[src/pkg/rbm_pkg.sv]
// Shared constants and types for the reset, boot mode and pin bank block
package rbm_pkg;

  // ==========================================================
  // Clock
  localparam int unsigned CLK_PERIOD_NS = 4;

  // ==========================================================
  // Reset request qualification
  localparam int unsigned   QUAL_CYC     = 3;
  localparam logic [1:0]    QUAL_CNT_MAX = 2'(QUAL_CYC - 1);
  localparam logic [1:0]    SYNC_RST     = 2'h3;

  // ==========================================================
  // Reset output stretch and boot latch
  localparam logic [2:0]    STRETCH_CYC   = 3'h7;
  localparam int unsigned   BOOT_LEAD_CYC = 3;
  localparam logic [2:0]    BOOT_CAP_CNT  = 3'(BOOT_LEAD_CYC + 1);
  localparam logic [2:0]    CNT_LAST      = 3'h1;
  localparam logic          BOOT_RST      = 1'h0;
  localparam logic          STO_RST       = 1'h0;

  // ==========================================================
  // Shared pin bank, alternate order
  localparam int unsigned   NPIN        = 8;
  localparam int unsigned   PIN_TRST    = 0;
  localparam int unsigned   PIN_TMS     = 1;
  localparam int unsigned   PIN_DSP_DEBUG_EVENT  = 2;
  localparam int unsigned   PIN_TCK     = 3;
  localparam int unsigned   PIN_TDO     = 4;
  localparam int unsigned   PIN_TDI     = 5;
  localparam int unsigned   PIN_RST_REQ = 6;
  localparam int unsigned   PIN_MCU_DEBUG_EVENT  = 7;
  localparam logic [7:0]    ALT_IN_ONLY = 8'h6b;
  localparam logic [7:0]    PIN_OUT_RST = 8'h00;
  localparam logic [7:0]    PIN_OE_RST  = 8'h00;
  localparam logic [7:0]    PIN_SYNC_RST = 8'hff;

  // ==========================================================
  // Sequencer states
  typedef enum logic [1:0] {
    ST_IDLE    = 2'b00,
    ST_ASSERT  = 2'b01,
    ST_STRETCH = 2'b10
  } rbm_state_e;

endpackage : rbm_pkg

[src/pkg/rbm_qual_if.sv]
// Link between a reset request pin and its qualifier
`timescale 1ns/1ps
interface rbm_qual_if;
  logic pin_b;
  logic req_valid;
  modport qual (input pin_b, output req_valid);
  modport mgr  (output pin_b, input req_valid);
endinterface : rbm_qual_if

[src/design/rbm_reset_qual.sv]
// Reset request synchroniser and three-cycle qualifier
`timescale 1ns/1ps
module rbm_reset_qual (
  // Clock and reset
  input  wire logic    clk_in,
  input  wire logic    rst_b_in,
  // Request link
  rbm_qual_if.qual     q
);
  import rbm_pkg::*;

  logic [1:0] sync_ff;
  logic [1:0] nxt_sync;
  logic [1:0] cnt_ff;
  logic [1:0] nxt_cnt;
  logic       valid_ff;
  logic       nxt_valid;
  logic       low;

  // ==========================================================
  // Qualifier
  always_comb begin
    nxt_sync  = {sync_ff[0], q.pin_b};
    low       = !sync_ff[1];
    nxt_cnt   = low ? ((cnt_ff == QUAL_CNT_MAX) ? cnt_ff : cnt_ff + 2'h1) : 2'h0;
    nxt_valid = low && (cnt_ff == QUAL_CNT_MAX);
  end

  always_ff @(posedge clk_in or negedge rst_b_in) begin
    if (!rst_b_in) begin
      sync_ff  <= SYNC_RST;
      cnt_ff   <= 2'h0;
      valid_ff <= 1'h0;
    end else begin
      sync_ff  <= nxt_sync;
      cnt_ff   <= nxt_cnt;
      valid_ff <= nxt_valid;
    end
  end

  assign q.req_valid = valid_ff;
endmodule : rbm_reset_qual

[src/design/rbm_top.sv]
// Reset sequencer, boot mode latch and shared pin bank select
// Functional notes
// - External reset request counts only after three consecutive low cycles.
// - System reset output goes low once a valid request is seen.
// - Reset output held during request, then seven more cycles after release.
// - Watchdog expiry drives reset output low for at least seven cycles.
// - With alternate bank, alternate request pin is qualified the same way.
// - Alternate bank takes reset request from the UART A RTS pin.
// - Boot source pin latched three cycles before reset output release.
// - Latched boot source high selects ROM boot, low selects flash.
// - Bank select swaps eight shared pins between normal and debug use.
// - Soft turn-off output keeps its level through sequenced resets.
`timescale 1ns/1ps
module rbm_top (
  // Clock and reset
  input  wire logic                    clk_in,
  input  wire logic                    rst_b_in,
  // Reset sources and straps
  input  wire logic                    reset_req_b_in,
  input  wire logic                    pin_bank_select_in,
  input  wire logic                    boot_source_select_in,
  input  wire logic                    wdog_expire_in,
  // Reset and boot results
  output logic                         sys_rst_b_out,
  output logic                         boot_from_rom_out,
  // Shared pins
  input  wire logic [rbm_pkg::NPIN-1:0] shared_pin_in,
  output logic      [rbm_pkg::NPIN-1:0] shared_pin_out,
  output logic      [rbm_pkg::NPIN-1:0] shared_pin_oe_out,
  output logic      [rbm_pkg::NPIN-1:0] shared_pin_rx_out,
  // Normal pin functions
  input  wire logic [rbm_pkg::NPIN-1:0] norm_drive_in,
  input  wire logic [rbm_pkg::NPIN-1:0] norm_oe_in,
  // Alternate debug functions
  input  wire logic [rbm_pkg::NPIN-1:0] alt_drive_in,
  input  wire logic [rbm_pkg::NPIN-1:0] alt_oe_in,
  output logic                         alt_bank_active_out,
  // Soft turn-off output
  input  wire logic                    sto_load_in,
  input  wire logic                    sto_value_in,
  output logic                         soft_turn_off_output_out
);
  import rbm_pkg::*;

  rbm_qual_if prim_if ();
  rbm_qual_if alt_if ();

  rbm_state_e     state_ff;
  rbm_state_e     nxt_state;
  logic [2:0]     cnt_ff;
  logic [2:0]     nxt_cnt;
  logic           rst_out_ff;
  logic           nxt_rst_out;
  logic           boot_ff;
  logic           nxt_boot;
  logic [1:0]     boot_sync_ff;
  logic [1:0]     bank_sync_ff;
  logic           sto_ff;
  logic           nxt_sto;
  logic           req_sel;
  logic           boot_cap;
  logic [NPIN-1:0] psync1_ff;
  logic [NPIN-1:0] psync2_ff;
  logic [NPIN-1:0] pout_ff;
  logic [NPIN-1:0] poe_ff;
  logic [NPIN-1:0] nxt_pout;
  logic [NPIN-1:0] nxt_poe;

  // ==========================================================
  // Request qualifiers
  assign prim_if.pin_b = reset_req_b_in;
  assign alt_if.pin_b  = shared_pin_in[PIN_RST_REQ];

  rbm_reset_qual u_prim_qual (
    .clk_in   (clk_in),
    .rst_b_in (rst_b_in),
    .q        (prim_if.qual)
  );

  rbm_reset_qual u_alt_qual (
    .clk_in   (clk_in),
    .rst_b_in (rst_b_in),
    .q        (alt_if.qual)
  );

  // ==========================================================
  // Synchronisers for straps and bank select
  always_ff @(posedge clk_in or negedge rst_b_in) begin
    if (!rst_b_in) begin
      boot_sync_ff <= 2'h0;
      bank_sync_ff <= 2'h0;
    end else begin
      boot_sync_ff <= {boot_sync_ff[0], boot_source_select_in};
      bank_sync_ff <= {bank_sync_ff[0], pin_bank_select_in};
    end
  end

  // ==========================================================
  // Reset sequencer
  always_comb begin
    req_sel   = bank_sync_ff[1] ? alt_if.req_valid : prim_if.req_valid;
    nxt_state = state_ff;
    nxt_cnt   = cnt_ff;
    unique case (state_ff)
      ST_IDLE: begin
        if (req_sel) begin
          nxt_state = ST_ASSERT;
        end else if (wdog_expire_in) begin
          nxt_state = ST_STRETCH;
          nxt_cnt   = STRETCH_CYC;
        end
      end
      ST_ASSERT: begin
        if (!req_sel) begin
          nxt_state = ST_STRETCH;
          nxt_cnt   = STRETCH_CYC;
        end
      end
      ST_STRETCH: begin
        if (req_sel) begin
          nxt_state = ST_ASSERT;
        end else if (wdog_expire_in) begin
          nxt_cnt = STRETCH_CYC;
        end else if (cnt_ff == CNT_LAST) begin
          nxt_state = ST_IDLE;
        end else begin
          nxt_cnt = cnt_ff - 3'h1;
        end
      end
      default: begin
        nxt_state = ST_STRETCH;
        nxt_cnt   = STRETCH_CYC;
      end
    endcase
    nxt_rst_out = (nxt_state == ST_IDLE);
  end

  always_ff @(posedge clk_in or negedge rst_b_in) begin
    if (!rst_b_in) begin
      state_ff   <= ST_STRETCH;
      cnt_ff     <= STRETCH_CYC;
      rst_out_ff <= 1'h0;
    end else begin
      state_ff   <= nxt_state;
      cnt_ff     <= nxt_cnt;
      rst_out_ff <= nxt_rst_out;
    end
  end

  // ==========================================================
  // Boot mode latch
  always_comb begin
    boot_cap = (state_ff == ST_STRETCH) && (cnt_ff == BOOT_CAP_CNT) && !req_sel
               && !wdog_expire_in;
    nxt_boot = boot_cap ? boot_sync_ff[1] : boot_ff;
  end

  always_ff @(posedge clk_in or negedge rst_b_in) begin
    if (!rst_b_in) begin
      boot_ff <= BOOT_RST;
    end else begin
      boot_ff <= nxt_boot;
    end
  end

  // ==========================================================
  // Soft turn-off output, ignores sequenced resets
  always_comb begin
    nxt_sto = sto_load_in ? sto_value_in : sto_ff;
  end

  always_ff @(posedge clk_in or negedge rst_b_in) begin
    if (!rst_b_in) begin
      sto_ff <= STO_RST;
    end else begin
      sto_ff <= nxt_sto;
    end
  end

  // ==========================================================
  // Shared pin bank mux
  for (genvar i = 0; i < NPIN; i++) begin : g_pin
    always_comb begin
      if (bank_sync_ff[1]) begin
        nxt_pout[i] = alt_drive_in[i];
        nxt_poe[i]  = alt_oe_in[i] && !ALT_IN_ONLY[i];
      end else begin
        nxt_pout[i] = norm_drive_in[i];
        nxt_poe[i]  = norm_oe_in[i];
      end
    end
  end

  always_ff @(posedge clk_in or negedge rst_b_in) begin
    if (!rst_b_in) begin
      psync1_ff <= PIN_SYNC_RST;
      psync2_ff <= PIN_SYNC_RST;
      pout_ff   <= PIN_OUT_RST;
      poe_ff    <= PIN_OE_RST;
    end else begin
      psync1_ff <= shared_pin_in;
      psync2_ff <= psync1_ff;
      pout_ff   <= nxt_pout;
      poe_ff    <= nxt_poe;
    end
  end

  // ==========================================================
  // Outputs
  assign sys_rst_b_out            = rst_out_ff;
  assign boot_from_rom_out        = boot_ff;
  assign shared_pin_out           = pout_ff;
  assign shared_pin_oe_out        = poe_ff;
  assign shared_pin_rx_out        = psync2_ff;
  assign alt_bank_active_out      = bank_sync_ff[1];
  assign soft_turn_off_output_out = sto_ff;
endmodule : rbm_top

[config.mk]
export PLATFORM = sky130hd
export DESIGN_NAME = rbm_top
export DESIGN_NICKNAME = d
export VERILOG_FILES = /design/src/pkg/rbm_pkg.sv /design/src/pkg/rbm_qual_if.sv /design/src/design/rbm_reset_qual.sv /design/src/design/rbm_top.sv
export SDC_FILE = /design/constraint.sdc
export NUM_CORES = 1
export LEC_CHECK = 0
export CORE_UTILIZATION = 50
export CTS_CLUSTER_SIZE = 20
export DETAILED_ROUTE_END_ITERATION = 8
export DONT_BUFFER_PORTS = 1
export MAX_ROUTING_LAYER = met4
export PLACE_DENSITY_LB_ADDON = 0.1
export SETUP_SLACK_MARGIN = 0.15
export SLEW_MARGIN = 25
export SYNTH_ARGS = -nofsm -noshare
export SYNTH_HDL_FRONTEND = slang
export SYNTH_HIERARCHICAL = 1
export SYNTH_SLANG_ARGS = --single-unit
[constraint.sdc]
create_clock -name clk_in -period 1.35 [get_ports clk_in]
set_input_delay 0.2025 -clock clk_in [delete_from_list [all_inputs] [get_ports clk_in]]
set_output_delay 0.2025 -clock clk_in [all_outputs]
set_load 0.02 [all_outputs]
==> reports/metrics.yaml, run 1 <==
drt:
  drc: 0
  drt_wl_total_mm: 2.85
  via_count: 916
  viasPerCell: 5.01
  drtIter0Drc: 66
  drtAntennaViolNets: 0
  first_pass_iters: 3
  wl_per_cell_um: 15.6
synthesis:
  yosys_register_bits: 54
  synthXorXnorAreaFrac: 0.00932
  synth_edf_count: 0
  ys.flop_type: "dfrtp_1"
  synth_adder_area_share: 0.0333
  netlist.area_leader.share: 0.399
  synth.mux.area_fraction: 0.0899
  async_flop_share: 1.00
  syn-cell-area_um2: 1880
  yosysTopAreaCell: "dfrtp_1"
  synth_top_family_by_area: "multiplexers"
  ys_warn_count: 6
  synth_compound_area_frac: 0.0506
  synth_area_leaders: "dfrtp_1 40%, dfstp_2 34%, mux2_2 7.2%"
  syn_inst: 113
  yosysSeqAreaShare: 0.735
  yosys.area_share.simple: 0.0632
  syn-num-nets: 166
  yosysUniqueCellTypes: 22
  avgSynthCellArea_um2: 16.6
grt:
  grt_max_degree: 55
  met1_usage: 0.186
  met2_usage: 0.258
  grt_usage: 0.160
  grt.busiest_layer: "met2"
  grt_overflow_total: 0
  antenna_found_initial: 0
  grt_pass1_vias: 990
  grt_pass1_wl_mm: 4.57
  grt_use_met3: 0.0489
floorplanning:
  die_h_um: 63.3
  die-area_um2: 4010
  num_rows: 21
  dieWidth_um: 63.3
  coreArea_um2: 3470
  io_pins: 76
  start_util: 0.542
clock_network:
  clock_sinks: 54
  clk_latency_ns: 0.30
  htreeDepth: 2
  clk_path_buf_depth: 2
  root_buffer: "clkbuf_8"
  clkTransAtPathRegs_ns: 0.10
  hold_buffers: 11
  cts_tree: "yes"
  numCtsBuffers: 5
sta:
  slew-limit-headroom: 0.833
  rsz0062_at_grt: "yes"
  worst_slew_pin_slew_ns: 0.248
  fmax_ghz: 0.763
  final_max_slew_viol_count: 0
  period_share: 0.970
  skew_ns: 0.00827
  finalHoldViolations: 54
  finalSetupTns_ns: 0
  period_minus_slack_ns: 1.31
  holdWs_ns: -0.420
  finalSetupViolations: 0
placement:
  io_buffer_count: 0
  dpl.cell_count: 162
  dp_hpwl_mm: 1.98
  place_congestion: 0.682
final_layout:
  post-route-util: 0.638
  n_antenna_cell: 0
  synthToLayoutAreaGrowth_pct: 17.8
  nets: 189
  drive_above_1_share: 0.482
  fin_cells: 183
setup_path:
  r2r_cells: 6
  crit_chain: "inv_2 > ha_2 > inv_2 > o21ai_4 > a211o_1 > o21ai_1"
  critPathArrivalTime_ns: 1.55
  crit_fanout: 4
  critical-path-top-delay-family: "flip-flops"
  crit_path_end_kind: "flop"
  reg2reg_to: "cnt_ff[0]"
  cp-startpoint: "cnt_ff[1]"
  path_depth: 6
  critPathSlowestCell: "dfstp_2"
  slowest_delay_ns: 0.54
  required_ns: 1.59
  path_buf_inv: 2
  cp-start-kind: "flop"
  critPathCapture: "cnt_ff[0]"
  regToRegSetupSlack_ns: 0.04
  r2r-start: "cnt_ff[1]"
  critPathKind: "flop to flop"
  cpMostUsedCell: "inv_2"
worst_hold_path:
  hold_class: "input pin to asynchronous set/reset pin"
pwr:
  p_total_mw: 3.70
  irDropWorstVdd_uv: 842
  cellPowerDensity_nw_per_um2: 1670
  p_leak_nw: 0.945
run_status:
  violations: "hold timing"
  status: "finished, violations left"
job:
  maxCapViolCount: 0
power breakdown:
| group | internal [mW] | total, mW | switching, mW |
|---|---|---|---|
| Combinational | 0.368 | 0.673 | 0.305 |
| Sequential | 1.88 | 2.11 | 0.234 |
| Clock | 0.385 | 0.917 | 0.532 |
| Total | 2.63 | 3.70 | 1.07 |
worst min path at each step:
stage	end	from	slack [ns]
2_1_floorplan	bank_sync_ff[0]	rst_b_in	-0.09
3_3_place_gp	shared_pin_out[5]	rst_b_in	-0.09
3_5_place_dp	shared_pin_out[5]	rst_b_in	-0.09
4_1_cts	shared_pin_oe_out[4]	rst_b_in	-0.43
5_1_grt	soft_turn_off_output_out	rst_b_in	-0.45
6_report	boot_sync_ff[0]	rst_b_in	-0.42
Yosys cell counts, drive strengths merged (2+ instances only):
cell type / count
dfrtp: 30
dfstp: 24
mux2: 13
nor2b: 8
ha: 5
inv: 5
a21oi: 4
nand2: 4
nor2: 4
o21ai: 4
buf: 2
or2: 2
xor2: 2
per-layer routing:
metal	routed length [um]	part of all wire
met1	1130	0.39
met2	1510	0.53
met3	194	0.068
met4	21	0.0074
met5	0	0
kinds of logic after synthesis:
| logic type | after synthesis |
|---|---|
| buffers and inverters | 7 |
| xor gates and xnor gates | 2 |
| and+or+nand+nor | 20 |
| adders and majority gates | 5 |
| AOI/OAI and AO/OA | 11 |
| muxes | 14 |
| DFF | 54 |
cell usage in the layout (no fill, tap or decap), types with 4 or more instances in the layout:
master / netlist / layout
dlygate4sd3_1: 0 / 11
mux2_2: 12 / 12
dfrtp_1: 30 / 29
dfstp_2: 24 / 24
buf_4: 0 / 7
nand2_1: 4 / 4
nor2b_1: 8 / 8
clkbuf_8: 0 / 5
nor2_1: 4 / 4
per-stage QoR:
stage,instance area (um2),hold slack [ns],setup slack (ns)
3_5_place_dp,1970,-0.0921,-0.0154
6_report,2210,-0.420,0.0398
4_1_cts,2210,-0.431,0.0305
2_1_floorplan,1890,-0.0931,-0.0763
5_1_grt,2210,-0.448,-0.0252
3_3_place_gp,1970,-0.0922,0.0238
state kept, by name (all words and copies together) (netlist names), 3 cells and up:
name	cells
cnt_ff	3
shared_pin_rx_out	8
shared_pin_oe_out	8
shared_pin_out	8
psync1_ff	8
what timing repair did:
| action | CTS | global route |
|---|---|---|
| setup buffers | 2 | 0 |
| pin swaps | 5 | 1 |
| hold endpoints to repair | 66 | 54 |
| resized for setup | 4 | 0 |
| setup endpoints to repair | 7 | 14 |
worst reg2reg max path, stage by stage (launching register included):
cell,delay [ns]
dfstp_2,0.54
inv_2,0.06
ha_2,0.18
inv_2,0.06
o21ai_4,0.07
a211o_1,0.27
o21ai_1,0.08
cell type report:
type                    count  area, um2
inverters                   5       18.8
well taps                  46       57.6
repair buffers             18        163
fillers                   277       1250
clock buffers               5       68.8
flip-flops and latches     54       1380
clock inverters             3       28.8
multi-input cells          52        494
(Power assumes the default switching activity.)
==> run 2, diff against run 1 <==
--- a/config.mk
+++ b/config.mk
@@ -5,12 +5,13 @@
 export SDC_FILE = /design/constraint.sdc
 export NUM_CORES = 1
 export LEC_CHECK = 0
-export CORE_UTILIZATION = 50
+export ABC_AREA = 1
+export BUFFER_PORTS_ARGS = -buffer_cell sky130_fd_sc_hd__buf_4
+export CORE_UTILIZATION = 43
 export CTS_CLUSTER_SIZE = 20
 export DETAILED_ROUTE_END_ITERATION = 8
-export DONT_BUFFER_PORTS = 1
 export MAX_ROUTING_LAYER = met4
-export PLACE_DENSITY_LB_ADDON = 0.1
+export PLACE_DENSITY = 0.82
 export SETUP_SLACK_MARGIN = 0.15
 export SLEW_MARGIN = 25
 export SYNTH_ARGS = -nofsm -noshare
==> run 2 against run 1 <==
  * Synthesized cell count increased by 53%
  * Non-clock buffer count increased by 72
  * Critical path type unchanged
  * Area after synthesis increased by 3.4%
  * Critical endpoint is now cnt_ff[2]
  * Clock skew fell by 0.0048 ns
  * Hold slack improved by 0.50 ns
  * The flow now finishes without violations
==> reports/metrics.yaml, run 2 <==
synthesis:
  avgSynthCellArea_um2: 11.2
  ys_warn_count: 6
  yosysMostFrequentCell: "nand2_1"
  yosys_register_bits: 54
  netlist.area_leader.share: 0.386
  ys_top_cells_by_count: "56 x nand2_1, 30 x dfrtp_1, 24 x dfstp_2"
  synth_area_leaders: "dfrtp_1 39%, dfstp_2 32%, nand2_1 11%"
  syn-cell-area_um2: 1940
  yosysSeqAreaShare: 0.711
  syn-num-nets: 226
  syn_inst: 173
  yosysUniqueCellTypes: 18
  ys.flop_type: "dfrtp_1"
  synth_edf_count: 0
  async_flop_share: 1.00
  yosysTopAreaCell: "dfrtp_1"
grt:
  grt_pass1_vias: 1414
  grt_usage: 0.171
  grt_max_degree: 25
  grt_pass1_wl_mm: 6.09
  grt_overflow_total: 0
  antenna_found_initial: 0
job:
  maxCapViolCount: 0
drt:
  drtIter0Drc: 51
  viasPerCell: 4.45
  wl_per_cell_um: 11.6
  drtAntennaViolNets: 0
  via_count: 1423
  drt_wl_total_mm: 3.71
  drc: 0
  first_pass_iters: 4
setup_path:
  r2r-start: "cnt_ff[0]"
  required_ns: 1.60
  critPathKind: "flop to flop"
  critPathSlowestCell: "dfstp_2"
  path_buf_inv: 1
  crit_fanout: 3
  slowest_delay_ns: 0.59
  cp-start-kind: "flop"
  critPathArrivalTime_ns: 1.47
  critical-path-top-delay-family: "flip-flops"
  crit_path_end_kind: "flop"
  cp-startpoint: "cnt_ff[0]"
  cpMostUsedCell: "nand2_1"
  crit_chain: "inv_2 > ha_1 > nand2_1 > nand4_1 > nand2_2 > nand2_1"
worst_hold_path:
  hold_class: "input pin to flop"
  hp-start: "norm_oe_in[7]"
final_layout:
  nets: 320
  n_antenna_cell: 0
  most-common-layout-cells: "73 x buf_4, 53 x nand2_1, 29 x dfrtp_1"
  synthToLayoutAreaGrowth_pct: 47.0
  layout_commonest_cell: "buf_4"
  fill_cells: 323
  drive_above_1_share: 0.474
  fin_cells: 320
clock_network:
  numCtsBuffers: 5
  htreeDepth: 2
  clk_latency_ns: 0.31
  cts_tree: "yes"
  clkTransAtPathRegs_ns: 0.09
  root_buffer: "clkbuf_8"
  clock_sinks: 54
  clk_path_buf_depth: 2
placement:
  io_buffer_count: 70
  place_congestion: 0.794
  dp_hpwl_mm: 2.63
  dpl.cell_count: 297
pwr:
  p_leak_nw: 1.50
  cellPowerDensity_nw_per_um2: 1410
  irDropWorstVdd_uv: 828
  p_total_mw: 4.03
floorplanning:
  die-area_um2: 4790
  num_rows: 24
  io_pins: 76
  die_h_um: 69.2
  coreArea_um2: 4350
  dieWidth_um: 69.2
  start_util: 0.446
sta:
  period_share: 0.910
  final_max_slew_viol_count: 0
  fmax_ghz: 0.814
  finalHoldViolations: 0
  slew-limit-headroom: 0.822
  finalSetupTns_ns: 0
  finalSetupViolations: 0
  worst_slew_pin_slew_ns: 0.267
  period_minus_slack_ns: 1.23
  skew_ns: 0.00348
  rsz0062_at_grt: "yes"
  holdWs_ns: 0.0844
run_status:
  status: "complete, no violations"
-- run 2: changes by cell type in the layout (fill, tap and decap cells not counted), moves of 5 or more --
cell	delta
nand3_1	+5
buf_4	+66
inv_1	+19
nor2_1	+9
nand2_2	+5
mux2_2	-11
nand2_1	+49
nor2b_1	-8
-- run 2: through the flow --
stage,worst slack [ns],utilization,cell area [um2]
2_1_floorplan,0.189,-,1940
3_3_place_gp,0.144,0.589,2560
3_5_place_dp,0.110,0.589,2560
4_1_cts,0.125,0.649,2830
5_1_grt,0.0459,0.656,2860
6_report,0.121,0.656,2860
-- run 2: cells by family after synthesis --
family,count (synthesis),synth area share
and+or+nand+nor,82,0.183
DFF,54,0.711
buffers and inverters,28,0.0605
adders and majority gates,5,0.0322
AOI/OAI and AO/OA,3,0.00772
muxes,1,0.00579
-- run 2: final cells by class --
type                       instances  area, um2  area share
sequential                        54       1380       0.484
clock buffer                       5       68.8      0.0241
inverter                          25       98.8      0.0346
multi-input combinational         91        464       0.163
timing repair buffer              90        733       0.257
clock inverter                     3       43.8      0.0153
tap                               52       65.1      0.0228
-- run 2: timing repair --
item | 4_1_cts | 5_1_grt
hold endpoints to repair | 17 | 0
resized for setup | 6 | 7
setup buffers | 2 | 1
hold buffers | 12 | 0
pin swaps | 3 | 3
endpoints found under the setup margin | 4 | 8
-- run 2: path summary, 6_finish.rpt --
check	end	slack [ns]	cells past startpoint
max in group asynchronous	u_prim_qual/sync_ff[1]	0.53	3
hold / removal	shared_pin_oe_out[7]	0.08	3
min in group asynchronous	shared_pin_out[4]	0.31	2
setup / recovery	cnt_ff[2]	0.12	6
setup reg to reg	cnt_ff[2]	0.12	6
hold reg to reg	boot_sync_ff[1]	0.36	0
-- run 2: report_power, final --
group	internal (mW)	switching [mW]	leakage, nW
clock network	0.556	0.515	0.0585
logic	0.423	0.513	0.821
registers	1.89	0.138	0.625
total	2.87	1.17	1.50
-- run 2: layer usage --
layer / part of all wire / wire length (um) / track usage / up-vias
met5: 0 / 0 / - / -
met1: 0.39 / 1440 / 0.190 / 671
met2: 0.54 / 2020 / 0.289 / 47
met4: 0.015 / 56 / 0.0612 / 0
li1: - / - / - / 699
met3: 0.052 / 193 / 0.0552 / 6
-- run 2: worst reg2reg max path, delay by kind of cell (launching register included) --
family / cells / cell delay (ns)
AND/OR/NAND/NOR: 4 / 0.31
adder cells (fa/ha/maj): 1 / 0.21
flip-flops: 1 / 0.59
buffers and inverters: 1 / 0.06
